--- config.mk ---
export PLATFORM = sky130hd
export DESIGN_NAME = hic_host_ctrl
export DESIGN_NICKNAME = d
export VERILOG_FILES = /design/src/rtl/hic_host_ctrl.v
export VERILOG_INCLUDE_DIRS = /design/src /design/src/rtl
export SDC_FILE = /design/constraint.sdc
export NUM_CORES = 1
export LEC_CHECK = 0
export ABC_AREA = 0
export ABC_CLOCK_PERIOD_IN_PS = 4200
export BUFFER_PORTS_ARGS = -buffer_cell sky130_fd_sc_hd__clkbuf_2
export CAP_MARGIN = 25
export CORE_MARGIN = 5
export CORE_UTILIZATION = 32
export CTS_CLUSTER_SIZE = 10
export DETAILED_ROUTE_END_ITERATION = 16
export PLACE_DENSITY = 0.51
export SYNTH_ARGS = -nofsm -noshare
export SYNTH_HDL_FRONTEND = slang
export SYNTH_SLANG_ARGS = --single-unit
export TNS_END_PERCENT = 1
--- constraint.sdc ---
create_clock -name mclk_in -period 4.2 [get_ports mclk_in]
set_input_delay 0.42 -clock mclk_in [delete_from_list [all_inputs] [get_ports mclk_in]]
set_output_delay 0.42 -clock mclk_in [all_outputs]
set_load 0.02 [all_outputs]
--- src/rtl/hic_defines.vh ---
// Register map, field positions and constants for the host port control
// Function
// - Chip reset clears every bit of the host port control register.
// - In ATAPI mode only control bits 7 to 5 have any effect.
// - Bits 7 to 5 mask command, end, decoder interrupts; flags unaffected.
// - Bit 4 low: host command FIFO write terminates data and status transfers.
// - A command break does not set the transfer end flag.
// - Bit 3 low: data transfer waits until status transfer completes.
// - Bit 2 low: status transfer waits until data transfer completes.
// - Bit 1 enables data transfers; writing 0 aborts the running one.
// - Bit 0 enables status transfers; writing 0 empties status FIFO, aborts.
// - In ATAPI mode only status bits 7 to 2 carry meaning.
// - ATAPI: command flag sets on selected command write or 90H; read clears.
// - Legacy: command flag high while command FIFO holds unread bytes.
// - Transfer end flag sets at transfer end; ack register write clears.
// - ATAPI: end flag also sets on packet received and memory transfer.
// - Decoder flag sets on new sector; block status three read clears.
// - Subcode flag sets on new subcode; subcode address high read clears.
// - Data busy sets on trigger register write, clears at transfer end.
// - ATAPI: soft reset flag sets on SRST write, unmasked; read clears.
// - Legacy: status busy sets on status FIFO write, clears when emptied.
// - Legacy: bits 1,0 mirror transfer pins, refreshed at host access end.
// - Status output path is a 12 entry byte FIFO filled by sub-CPU.
// - Legacy: reads of empty command FIFO return FFH.
`ifndef HIC_DEFINES_VH
`define HIC_DEFINES_VH

// ==========================================================
// Byte addresses
`define HIC_ADDR_W 6
`define HIC_OFS_CTRL 6'h00
`define HIC_OFS_STAT 6'h04
`define HIC_OFS_CMD_FIFO 6'h08
`define HIC_OFS_STAT_FIFO 6'h0c
`define HIC_OFS_TRIG 6'h10
`define HIC_OFS_ACK 6'h14
`define HIC_OFS_ATAPI_COMMAND_REG 6'h18
`define HIC_OFS_DEVCTL 6'h1c
`define HIC_OFS_BSTAT3 6'h20
`define HIC_OFS_SUBH 6'h24
`define HIC_OFS_MODE 6'h28

// ==========================================================
// Field positions
`define HIC_B_CMD 7
`define HIC_B_END 6
`define HIC_B_DEC 5
`define HIC_B_SUB 4
`define HIC_B_BRK 4
`define HIC_B_DBSY 3
`define HIC_B_DWAIT 3
`define HIC_B_SWAIT 2
`define HIC_B_SBSY 2
`define HIC_B_DOE 1
`define HIC_B_DPIN 1
`define HIC_B_SOE 0
`define HIC_B_SPIN 0
`define HIC_B_SRST 2

// ==========================================================
// Reset values and constants
`define HIC_CTRL_RST 8'h00
`define HIC_FIFO_DEPTH 12
`define HIC_PTR_W 4
`define HIC_PTR_LAST 4'hb
`define HIC_CNT_FULL 4'hc
`define HIC_EMPTY_READ 8'hff
`define HIC_DIAG_CMD 8'h90

`endif

--- src/rtl/hic_host_ctrl.v ---
// Host port control and status registers with command and status FIFOs
`timescale 1ns/100ps
`include "hic_defines.vh"

module hic_host_ctrl (
    input wire mclk_in,
    input wire rst_in,
    input wire ce_in,
    // Avalon-MM slave
    input wire [5:0] avs_address_in,
    input wire avs_read_in,
    input wire avs_write_in,
    input wire [31:0] avs_writedata_in,
    output wire [31:0] avs_readdata_out,
    output wire avs_waitrequest_out,
    // Host side events, same clock
    input wire host_atapi_command_reg_wr_in,
    input wire host_drive_sel_in,
    input wire [7:0] host_atapi_command_reg_data_in,
    input wire host_devctl_wr_in,
    input wire [7:0] host_devctl_data_in,
    input wire host_cmd_fifo_wr_in,
    input wire [7:0] host_cmd_fifo_data_in,
    input wire host_stat_rd_in,
    input wire host_access_end_in,
    // Engine events
    input wire sector_ready_in,
    input wire subcode_ready_in,
    input wire xfer_done_in,
    input wire packet_done_in,
    input wire mem_xfer_done_in,
    // Outputs
    output wire [7:0] host_stat_data_out,
    output wire host_stat_valid_out,
    output wire host_cmd_full_out,
    output wire data_xfer_run_out,
    output wire data_xfer_abort_out,
    output wire data_xfer_pin_out,
    output wire status_xfer_pin_out,
    output wire sub_irq_out
);

    // ==========================================================
    // State
    reg [7:0] host_port_control_reg;
    reg atapi_mode_reg;
    reg command_flag_reg;
    reg xfer_end_flag_reg;
    reg decoder_flag_reg;
    reg subcode_flag_reg;
    reg data_xfer_busy_reg;
    reg soft_reset_flag_reg;
    reg status_xfer_busy_reg;
    reg data_pin_mirror_reg;
    reg status_pin_mirror_reg;

    reg [7:0] atapi_command_reg_value_reg;
    reg [7:0] devctl_value_reg;
    reg ack_reg;
    reg [31:0] rdata_reg;
    reg abort_reg;
    reg irq_reg;
    reg [7:0] stat_head_reg;

    reg [7:0] cmd_mem [0:`HIC_FIFO_DEPTH-1];
    reg [3:0] cmd_wp_reg;
    reg [3:0] cmd_rp_reg;
    reg [3:0] cmd_cnt_reg;
    reg [7:0] st_mem [0:`HIC_FIFO_DEPTH-1];
    reg [3:0] st_wp_reg;
    reg [3:0] st_rp_reg;
    reg [3:0] st_cnt_reg;

    // ==========================================================
    // Bus decode
    wire req = avs_read_in | avs_write_in;
    // A held request is taken once; ack masks its second edge
    wire acc = req & ~ack_reg & ce_in;
    wire wr = acc & avs_write_in;
    wire rd = acc & avs_read_in;
    wire wr_ctrl = wr & (avs_address_in == `HIC_OFS_CTRL);
    wire wr_stf = wr & (avs_address_in == `HIC_OFS_STAT_FIFO);
    wire wr_trig = wr & (avs_address_in == `HIC_OFS_TRIG);
    wire wr_ack = wr & (avs_address_in == `HIC_OFS_ACK);
    wire wr_mode = wr & (avs_address_in == `HIC_OFS_MODE);

    wire rd_cmdf = rd & (avs_address_in == `HIC_OFS_CMD_FIFO);
    wire rd_atapi_command_reg = rd & (avs_address_in == `HIC_OFS_ATAPI_COMMAND_REG);
    wire rd_devctl = rd & (avs_address_in == `HIC_OFS_DEVCTL);
    wire rd_bst3 = rd & (avs_address_in == `HIC_OFS_BSTAT3);
    wire rd_subh = rd & (avs_address_in == `HIC_OFS_SUBH);

    assign avs_waitrequest_out = req & ~ack_reg;
    assign avs_readdata_out = rdata_reg;

    // ==========================================================
    // Effective control, legacy bits ignored in ATAPI mode
    wire legacy = ~atapi_mode_reg;
    wire brk_en = legacy & ~host_port_control_reg[`HIC_B_BRK];
    wire dwait_en = legacy & ~host_port_control_reg[`HIC_B_DWAIT];
    wire swait_en = legacy & ~host_port_control_reg[`HIC_B_SWAIT];
    wire doe = atapi_mode_reg | host_port_control_reg[`HIC_B_DOE];
    wire soe = atapi_mode_reg | host_port_control_reg[`HIC_B_SOE];

    wire [7:0] wdata = avs_writedata_in[7:0];
    wire doe_off = wr_ctrl & legacy & ~wdata[`HIC_B_DOE];
    wire soe_off = wr_ctrl & legacy & ~wdata[`HIC_B_SOE];

    // Command break on host command FIFO write
    wire cmd_push = ce_in & legacy & host_cmd_fifo_wr_in &
        (cmd_cnt_reg != `HIC_CNT_FULL);

    wire cmd_break = ce_in & host_cmd_fifo_wr_in & brk_en;

    // ==========================================================
    // Transfer run and wait
    wire data_run = data_xfer_busy_reg &
        ~(dwait_en & status_xfer_busy_reg);
    wire stat_run = status_xfer_busy_reg &
        ~(swait_en & data_xfer_busy_reg);

    wire st_empty = (st_cnt_reg == 4'h0);
    wire st_pop = ce_in & legacy & host_stat_rd_in & stat_run & ~st_empty;
    wire st_push = wr_stf & legacy & soe &
        (st_cnt_reg != `HIC_CNT_FULL);
    wire st_last = st_pop & (st_cnt_reg == 4'h1);

    assign data_xfer_run_out = data_run;
    assign host_stat_valid_out = legacy & stat_run & ~st_empty;
    assign host_stat_data_out = stat_head_reg;
    assign host_cmd_full_out = (cmd_cnt_reg == `HIC_CNT_FULL);
    // Pins active low: low while transfer may proceed
    assign data_xfer_pin_out = ~data_run;
    assign status_xfer_pin_out = ~(legacy & stat_run);
    assign data_xfer_abort_out = abort_reg;
    assign sub_irq_out = irq_reg;

    // ==========================================================
    // Host end events
    wire atapi_command_reg_evt = ce_in & atapi_mode_reg & host_atapi_command_reg_wr_in &
        (host_drive_sel_in |
        (host_atapi_command_reg_data_in == `HIC_DIAG_CMD));
    wire srst_evt = ce_in & atapi_mode_reg & host_devctl_wr_in &
        host_devctl_data_in[`HIC_B_SRST];
    wire end_evt = ce_in & (xfer_done_in & data_xfer_busy_reg |
        atapi_mode_reg & (packet_done_in | mem_xfer_done_in));

    wire data_kill = cmd_break | doe_off;

    // ==========================================================
    // Status byte as read
    wire cmd_bit = atapi_mode_reg ? command_flag_reg :
        (cmd_cnt_reg != 4'h0);
    wire [7:0] status_byte = {
        cmd_bit,
        xfer_end_flag_reg,
        decoder_flag_reg,
        subcode_flag_reg,
        data_xfer_busy_reg,
        atapi_mode_reg ? soft_reset_flag_reg : status_xfer_busy_reg,
        legacy & data_pin_mirror_reg,
        legacy & status_pin_mirror_reg};

    reg [7:0] rd_byte;
    always @* begin
        case (avs_address_in)
            `HIC_OFS_CTRL: rd_byte = host_port_control_reg;
            `HIC_OFS_STAT: rd_byte = status_byte;
            `HIC_OFS_CMD_FIFO: rd_byte = (cmd_cnt_reg == 4'h0) ?
                `HIC_EMPTY_READ : cmd_mem[cmd_rp_reg];
            `HIC_OFS_ATAPI_COMMAND_REG: rd_byte = atapi_command_reg_value_reg;
            `HIC_OFS_DEVCTL: rd_byte = devctl_value_reg;
            `HIC_OFS_MODE: rd_byte = {7'h00, atapi_mode_reg};
            default: rd_byte = 8'h00;
        endcase
    end

    // ==========================================================
    // Bus answer and control registers
    always @(posedge mclk_in) begin
        if (rst_in) begin
            ack_reg <= 1'b0;
            rdata_reg <= 32'h00000000;
            host_port_control_reg <= `HIC_CTRL_RST;
            atapi_mode_reg <= 1'b0;
            atapi_command_reg_value_reg <= 8'h00;
            devctl_value_reg <= 8'h00;
        end else if (ce_in) begin
            ack_reg <= req & ~ack_reg;
            if (rd) begin
                rdata_reg <= {24'h000000, rd_byte};
            end
            if (wr_ctrl) begin
                host_port_control_reg <= wdata;
            end
            if (wr_mode) begin
                atapi_mode_reg <= wdata[0];
            end
            if (ce_in & atapi_mode_reg & host_atapi_command_reg_wr_in) begin
                atapi_command_reg_value_reg <= host_atapi_command_reg_data_in;
            end
            if (ce_in & atapi_mode_reg & host_devctl_wr_in) begin
                devctl_value_reg <= host_devctl_data_in;
            end
        end
    end

    // ==========================================================
    // Sticky flags, set wins over clear
    always @(posedge mclk_in) begin
        if (rst_in) begin
            command_flag_reg <= 1'b0;
            xfer_end_flag_reg <= 1'b0;
            decoder_flag_reg <= 1'b0;
            subcode_flag_reg <= 1'b0;
            soft_reset_flag_reg <= 1'b0;
        end else if (ce_in) begin
            if (atapi_command_reg_evt) begin
                command_flag_reg <= 1'b1;
            end else if (rd_atapi_command_reg) begin
                command_flag_reg <= 1'b0;
            end
            // Break and aborts never reach end_evt
            if (end_evt) begin
                xfer_end_flag_reg <= 1'b1;
            end else if (wr_ack) begin
                xfer_end_flag_reg <= 1'b0;
            end
            if (sector_ready_in) begin
                decoder_flag_reg <= 1'b1;
            end else if (rd_bst3) begin
                decoder_flag_reg <= 1'b0;
            end
            if (subcode_ready_in) begin
                subcode_flag_reg <= 1'b1;
            end else if (rd_subh) begin
                subcode_flag_reg <= 1'b0;
            end
            if (srst_evt) begin
                soft_reset_flag_reg <= 1'b1;
            end else if (rd_devctl) begin
                soft_reset_flag_reg <= 1'b0;
            end
        end
    end

    // ==========================================================
    // Interrupt and abort, one cycle behind their causes
    wire [2:0] irq_src = status_byte[7:5] & host_port_control_reg[7:5];
    wire irq_next = (|irq_src) |
        (atapi_mode_reg & soft_reset_flag_reg);
    wire abort_next = data_kill & data_xfer_busy_reg;

    // ==========================================================
    // Transfer busy bits, abort and interrupt
    always @(posedge mclk_in) begin
        if (rst_in) begin
            data_xfer_busy_reg <= 1'b0;
            status_xfer_busy_reg <= 1'b0;
            abort_reg <= 1'b0;
            irq_reg <= 1'b0;
        end else if (ce_in) begin
            if (data_kill) begin
                data_xfer_busy_reg <= 1'b0;
            end else if (wr_trig & doe) begin
                data_xfer_busy_reg <= 1'b1;
            end else if (xfer_done_in) begin
                data_xfer_busy_reg <= 1'b0;
            end
            if (cmd_break | soe_off | atapi_mode_reg) begin
                status_xfer_busy_reg <= 1'b0;
            end else if (st_push) begin
                status_xfer_busy_reg <= 1'b1;
            end else if (st_last) begin
                status_xfer_busy_reg <= 1'b0;
            end
            abort_reg <= abort_next;
            irq_reg <= irq_next;
        end
    end

    // Pin mirrors, refreshed at the end of each host access
    always @(posedge mclk_in) begin
        if (rst_in) begin
            data_pin_mirror_reg <= 1'b1;
            status_pin_mirror_reg <= 1'b1;
        end else if (ce_in & host_access_end_in) begin
            data_pin_mirror_reg <= data_xfer_pin_out;
            status_pin_mirror_reg <= status_xfer_pin_out;
        end
    end

    // ==========================================================
    // Command FIFO, host fills, sub-CPU drains
    wire cmd_pop = rd_cmdf & legacy & (cmd_cnt_reg != 4'h0);

    always @(posedge mclk_in) begin
        if (rst_in) begin
            cmd_wp_reg <= 4'h0;
            cmd_rp_reg <= 4'h0;
            cmd_cnt_reg <= 4'h0;
        end else if (ce_in) begin
            if (atapi_mode_reg) begin
                cmd_wp_reg <= 4'h0;
                cmd_rp_reg <= 4'h0;
                cmd_cnt_reg <= 4'h0;
            end else begin
                if (cmd_push) begin
                    cmd_mem[cmd_wp_reg] <= host_cmd_fifo_data_in;
                    cmd_wp_reg <= (cmd_wp_reg == `HIC_PTR_LAST) ?
                        4'h0 : cmd_wp_reg + 4'h1;
                end
                if (cmd_pop) begin
                    cmd_rp_reg <= (cmd_rp_reg == `HIC_PTR_LAST) ?
                        4'h0 : cmd_rp_reg + 4'h1;
                end
                if (cmd_push & ~cmd_pop) begin
                    cmd_cnt_reg <= cmd_cnt_reg + 4'h1;
                end else if (cmd_pop & ~cmd_push) begin
                    cmd_cnt_reg <= cmd_cnt_reg - 4'h1;
                end
            end
        end
    end

    // ==========================================================
    // Status FIFO, sub-CPU fills, host drains
    wire st_flush = cmd_break | soe_off | atapi_mode_reg;
    wire [3:0] st_rp_nx = (st_rp_reg == `HIC_PTR_LAST) ?
        4'h0 : st_rp_reg + 4'h1;

    // Head byte follows the read pointer; a push that meets the
    // last pop in one cycle goes straight to the head
    reg [7:0] stat_head_next;
    always @* begin
        stat_head_next = stat_head_reg;
        if (st_push & (st_empty | st_last)) begin
            stat_head_next = wdata;
        end else if (st_pop & (st_cnt_reg > 4'h1)) begin
            stat_head_next = st_mem[st_rp_nx];
        end
    end

    always @(posedge mclk_in) begin
        if (rst_in) begin
            st_wp_reg <= 4'h0;
            st_rp_reg <= 4'h0;
            st_cnt_reg <= 4'h0;
            stat_head_reg <= 8'h00;
        end else if (ce_in) begin
            if (st_flush) begin
                st_wp_reg <= 4'h0;
                st_rp_reg <= 4'h0;
                st_cnt_reg <= 4'h0;
            end else begin
                if (st_push) begin
                    st_mem[st_wp_reg] <= wdata;
                    st_wp_reg <= (st_wp_reg == `HIC_PTR_LAST) ?
                        4'h0 : st_wp_reg + 4'h1;
                end
                if (st_pop) begin
                    st_rp_reg <= st_rp_nx;
                end
                if (st_push & ~st_pop) begin
                    st_cnt_reg <= st_cnt_reg + 4'h1;
                end else if (st_pop & ~st_push) begin
                    st_cnt_reg <= st_cnt_reg - 4'h1;
                end
            end
            stat_head_reg <= stat_head_next;
        end
    end

endmodule

# Word level (Yosys, flattened, before mapping)
# Memory sizes are Yosys's and may differ from the RTL's. A register that Yosys moved wholly into a read port is not among the register bits.
# Cells that the tools add are included.
# Widths: inputs -> output; s select.
# totals
out_inout_bits	48
inputBits	78
elab_cells	232
ramBits	192
memories	2
reg_bits	77
# op_classes
mux	52
bitwise_logic	88
n_reduce_logical	38
n_lt_le_gt_ge	1
eq_ne	19
n_addsub	8
# memory_table
name	words	word_bits	read_ports	rd_clocked_by_memory_dff	wr	line	rtl
cmd_mem	12	8	1	1	1	hic_host_ctrl.v:65	reg [7:0] cmd_mem [0:`HIC_FIFO_DEPTH-1];
st_mem	12	8	1	0	1	hic_host_ctrl.v:69	reg [7:0] st_mem [0:`HIC_FIFO_DEPTH-1];
# ops
op	n
$mux 4	20
$and 1x1->1	60
$pmux 8 s6	1
$reduce_and 2->1	19
$mux 1	28
$add 4x1->4 const B	6
$eq 6x5->1 const B	4
$mux 8	3
$eq 4x4->1 const B	5
$reduce_bool 2->1	10
$eq 6x6->1 const B	3
$not 1->1	16
$eq 6x4->1 const B	2
$reduce_bool 3->1	4
$or 1x1->1	11
$eq 8x8->1 const B	1
$logic_not 4->1	2
$ne 4x4->1 const B	2
$sub 4x1->4 const B	2
$eq 6x3->1 const B	1
$logic_not 6->1	1
$eq 4x1->1 const B	1
$gt 4x1->1 const B	1
$reduce_bool 4->1	1
2 further kinds	2

# Depth between registers and ports, before layout
# logic_depth
word_depth	13
mapped_depth	12
mapped_depth_nobuf	10

# Least setup slack after synthesis
# OpenSTA, ideal clock, no wires.
# synth_path
path_type	register to register
start	register cmd_cnt_reg[2]
end	register cmd_cnt_reg[3]
arrival_ns	2.375
setup_ns	0.117
stages_incl_launch_ff	12
t_required_ns	4.083
slack_ns	1.709
n_path_buf	1
synth_period_minus_slack_ns	2.491
path_cell_list	dfxtp_1 or4_1 clkbuf_1 nand4_1 nand2_1 ha_1 a21o_1 a21oi_1 xor2_1 or3_1 nand2_1 a22o_1
# synth_between
elab_chain_cells	6
word_cells_on_any_way	15
cone_classes	2 x add/sub; 1 x eq/ne; 3 x mux; 6 x bitwise; 3 x reduce/logical
# synth_rtl
element	line	rtl
from (decl)	hic_host_ctrl.v:68	reg [3:0] cmd_cnt_reg;
from (signal assigned)	hic_host_ctrl.v:318	cmd_cnt_reg <= cmd_cnt_reg + 4'h1;
from (signal assigned)	hic_host_ctrl.v:320	cmd_cnt_reg <= cmd_cnt_reg - 4'h1;
branches (longest 6 deep; another with $sub 4x1->4)	n/a	
# Parallel ways; which one is timed is not known. The select of a mux whose other input is x is not followed.
# A chain may end at the register's enable or synchronous reset.

# Worst setup path after layout
# layout_path
start	register ack_reg
end	memory st_mem[3][7], enable pin
# layout_between
elab_chain_cells	13
word_cells_on_any_way	18
cone_classes	5 x mux; 13 x bitwise
# layout_rtl
element	line	rtl
from (decl)	hic_host_ctrl.v:59	reg ack_reg;
from (signal assigned)	hic_host_ctrl.v:189	ack_reg <= req & ~ack_reg;
$not 1->1 (*)	hic_host_ctrl.v:78	wire acc = req & ~ack_reg & ce_in;
$and 1x1->1 (*) (2 in series)	hic_host_ctrl.v:78	
$and 1x1->1 (*)	hic_host_ctrl.v:79	wire wr = acc & avs_write_in;
$and 1x1->1, on equally long branches	hic_host_ctrl.v:82, hic_host_ctrl.v:81	
$and 1x1->1, on equally long branches (2 in series)	hic_host_ctrl.v:124, hic_host_ctrl.v:107	
$and 1x1->1 or $or 1x1->1 (tied branches)	hic_host_ctrl.v:124, hic_host_ctrl.v:328	
$mux 1 or $or 1x1->1 (tied branches)	hic_host_ctrl.v:356, hic_host_ctrl.v:328	
$mux 1 (*)	hic_host_ctrl.v:351	if (st_flush) begin
$mux 1 (*)	hic_host_ctrl.v:350	end else if (ce_in) begin
$mux 1 (*)	hic_host_ctrl.v:345	if (rst_in) begin
$mux 1 (not written as such) (*)	hic_host_ctrl.v:357	st_mem[st_wp_reg] <= wdata;
to (decl)	hic_host_ctrl.v:69	
# Mark *: on every way between the ends. The rest lies on a longest branch, timed or not.

==> summary.md <==
| Metric | Value |
|---|---|
| Status | `completed` |
| CTS Sinks | `about 270` |
| Die height | `202 um` |
| CTS tree | `done` |
| CTS root buf | `clkbuf_16` |
| Yosys warnings | `0` |
| Setup CP Type | `reg2reg` |
| Post-synth cell types | `71` |
| FFs w/ async S/R, synth | `0%` |
| Via/cell ratio | `approximately 5` |
| Cell area after synthesis | `11800 um^2` |
| Largest family of logic cells by synthesized area | `simple AND/OR/NAND/NOR gates` |
| Post-synthesis mux area share | `10.3%` |
| Design Power | `5.73 mW` |
| FILL cells | `3485` |
| Max H-tree Level | `2` |
| Flops & latches, synth | `around 270` |
| Core area | `36500 um^2` |
| Fin util | `around 37%` |
| Vias in the first global route | `7441` |
| Worst min-delay path class | `in2reg` |
| Antenna diodes | `0` |
| Finished Layout Cells | `1455` |
| Final setup viols | `0` |
| Register area | `7390 um^2` |
| Floorplan row count | `70` |
| Slew headroom | `around 29%` |
| Clk Latency, worst-skew pair | `0.52 ns` |
| Clk_skew | `0.0308 ns` |
| Crit-path max FO | `15` |
| Top-area cell type share of the netlist area | `a little under 50%` |
| Post-synth EDFFs | `approximately 190` |
| Initial antenna violation count | `0` |
| Critical path startpoint category | `flip-flop` |
| Final nets | `~1100` |
| Power Dens Cells | `421 nW/um^2` |
| Multi-input logic area | `4070 um^2` |
| Max Fclk | `315 MHz` |
| DRT antenna net count | `0` |
| Unrepaired setup endpoints after global routing | `false` |
| Max-cap violation count | `0` |
| CTS Buf Count | `34` |
| XOR/XNOR Fraction of Synth Area | `0.668%` |
| Die area | `40800 um^2` |
| Setup Fix Bufs, Post-CTS | `0` |
| Adder-Cell Fraction of Synth Area | `about 1.8%` |
| Compound-Gate Fraction of Synth Area | `8.78%` |
| Cts hold-fix bufs | `0` |
| Routability congestion estimate | `0.771` |
| WL/cell | `approximately 19 um` |
| Leak Pwr | `4.72 nW` |
| Biggest regs | `cmd_mem x96, st_mem x96` |
| DR iter-0 viols | `360` |
| Slew at the pin closest to its max-slew limit | `1.06 ns` |
| Cells after DPL | `1405` |
| Post-Synth Simple-Gate Area | `12.2%` |
| Clk buf depth | `3` |
| Post_cts resized | `0` |
| Ys flop type | `edfxtp_1` |
| Share of post-route cells with drive strength above 1 | `18.7%` |
| Via count | `about 7300` |
| Critical path arrival | `3.34 ns` |
| Main area contributors after synthesis | `edfxtp_1 (49%), dfxtp_1 (14%), mux4_2 (8.4%), a21oi_1 (2.8%), nand2_1 (2.7%)` |
| Hold Vio Cnt, Final | `0` |
| Syn avg cell area | `13.3 um^2` |
| Setup TNS | `0 ns` |
| Mapped Cells | `888` |
| Largest area contributor in the netlist | `edfxtp_1` |
| Number of buffers added on ports | `just under 80` |
| Overflow after GRT | `0` |
| Clock-pin transition on the worst setup and hold timing paths | `0.05 ns` |
| Max rail drop VDD | `~210 uV` |
| Slew Limit Fails | `0` |
| Top post-synthesis cells by count | `edfxtp_1 (192), nand2_1 (85), dfxtp_1 (81), a21oi_1 (66), nor2_1 (66)` |
| P&R area growth vs syn | `15.4%` |
| DP HPWL | `18900 um` |
| I/O pin count | `126` |
| Pre-antenna DRT Iters | `5` |
| Die W | `202 um` |
| DRC errors left | `0` |
| Final WL | `28000 um` |
| Final min period | `3.17 ns` |
| Worst EP required | `4.36 ns` |
| Period utilization | `75.6%` |
| Starting Density | `32.3%` |
| Most common cell in the synthesized netlist | `edfxtp_1` |
| Global Route Usage Sum | `13.4%` |
| Endpoint type of the worst setup path | `flip-flop` |
| First-pass GRT wire length | `43400 um` |
| Sequential-to-total area share from yosys stat | `62.6%` |
| Largest net degree at the start of global routing | `57` |
## worst max-delay path, stage by stage (launching register included)
cell      delay [ns]
dfxtp_1         0.39
and3b_1         0.40
nand3_2         0.29
o211ai_2        0.30
nor4_1          0.73
nor2b_1         0.28
and2_1          0.44
## power by group
| part | leakage (nW) | switching (mW) | internal [mW] | total [mW] |
|---|---|---|---|---|
| registers | 2.38 | 0.00838 | 2.89 | 2.90 |
| logic | 1.86 | 0.136 | 0.0526 | 0.189 |
| clock network | 0.479 | 1.06 | 1.59 | 2.65 |
| total | 4.72 | 1.20 | 4.53 | 5.73 |
## logic make-up (layout without fill, tap and decap cells)
family                   after synthesis  after routing
XOR/XNOR                               9              9
buffers and inverters                 81            157
AO/OA/AOI/OAI                        157            157
flip-flops                           273            273
multiplexers                          66             66
adder cells (fa/ha/maj)               16             16
AND/OR/NAND/NOR                      285            285
other                                  1             24
## path summary, 6_finish.rpt
check	depth (start not counted)	endpoint	from	slack [ns]
hold reg to reg	2	devctl_value_reg[2]$_SDFFE_PP0P_	devctl_value_reg[2]$_SDFFE_PP0P_	0.46
setup reg to reg	6	st_mem[3][7]$_DFFE_PP_	ack_reg$_SDFFE_PP0P_	1.03
setup / recovery	6	st_mem[3][7]$_DFFE_PP_	ack_reg$_SDFFE_PP0P_	1.03
hold / removal	3	devctl_value_reg[5]$_SDFFE_PP0P_	host_devctl_data_in[5]	0.14
## metal layers
layer | up-vias | wire length, um | global-route usage, %
met5 | - | 0 | 0
met1 | 3619 | 13000 | 18.8
met2 | 163 | 13300 | 21.9
met4 | 0 | 481 | 3.39
li1 | 3516 | - | -
met3 | 38 | 1160 | 2.21
## area by class of cell
| cell class | count | area share, % |
|---|---|---|
| inverters | 17 | 0.469 |
| clock inverters | 5 | 0.515 |
| clock buffers | 44 | 6.76 |
| flip-flops and latches | 273 | 54.3 |
| repair buffers | 91 | 3.75 |
| well taps | 468 | 4.30 |
| multi-input cells | 557 | 29.9 |
## layout by cell type (no fill, tap or decap), types with 5 or more instances in the layout
master / instances
a22oi_1: 6
nor2_1: 66
mux4_2: 44
and2_1: 12
nand2_1: 85
ha_1: 15
a222oi_1: 8
inv_1: 17
buf_4: 13
dfxtp_1: 81
nor4_1: 5
xnor2_1: 5
a21oi_1: 66
nor2b_1: 11
edfxtp_1: 192
clkbuf_16: 35
o21ai_0: 17
o22a_1: 6
and3_1: 12
conb_1: 24
mux2i_1: 19
a221o_1: 6
nand4_1: 8
o22ai_1: 10
nand3_1: 28
clkbuf_1: 8
nand2b_1: 13
clkbuf_2: 77
nor3_1: 13
## metrics by stage
stage | hold slack (ns) | setup slack (ns) | cell area (um^2)
floorplan | 0.432 | 1.71 | 11900
global placement | 0.443 | 0.860 | 12600
detailed placement | 0.452 | 0.849 | 12600
CTS | 0.132 | 1.02 | 13600
global route | 0.134 | 0.817 | 13600
finish | 0.143 | 1.03 | 13600
Power figures use the tool's default switching activity.
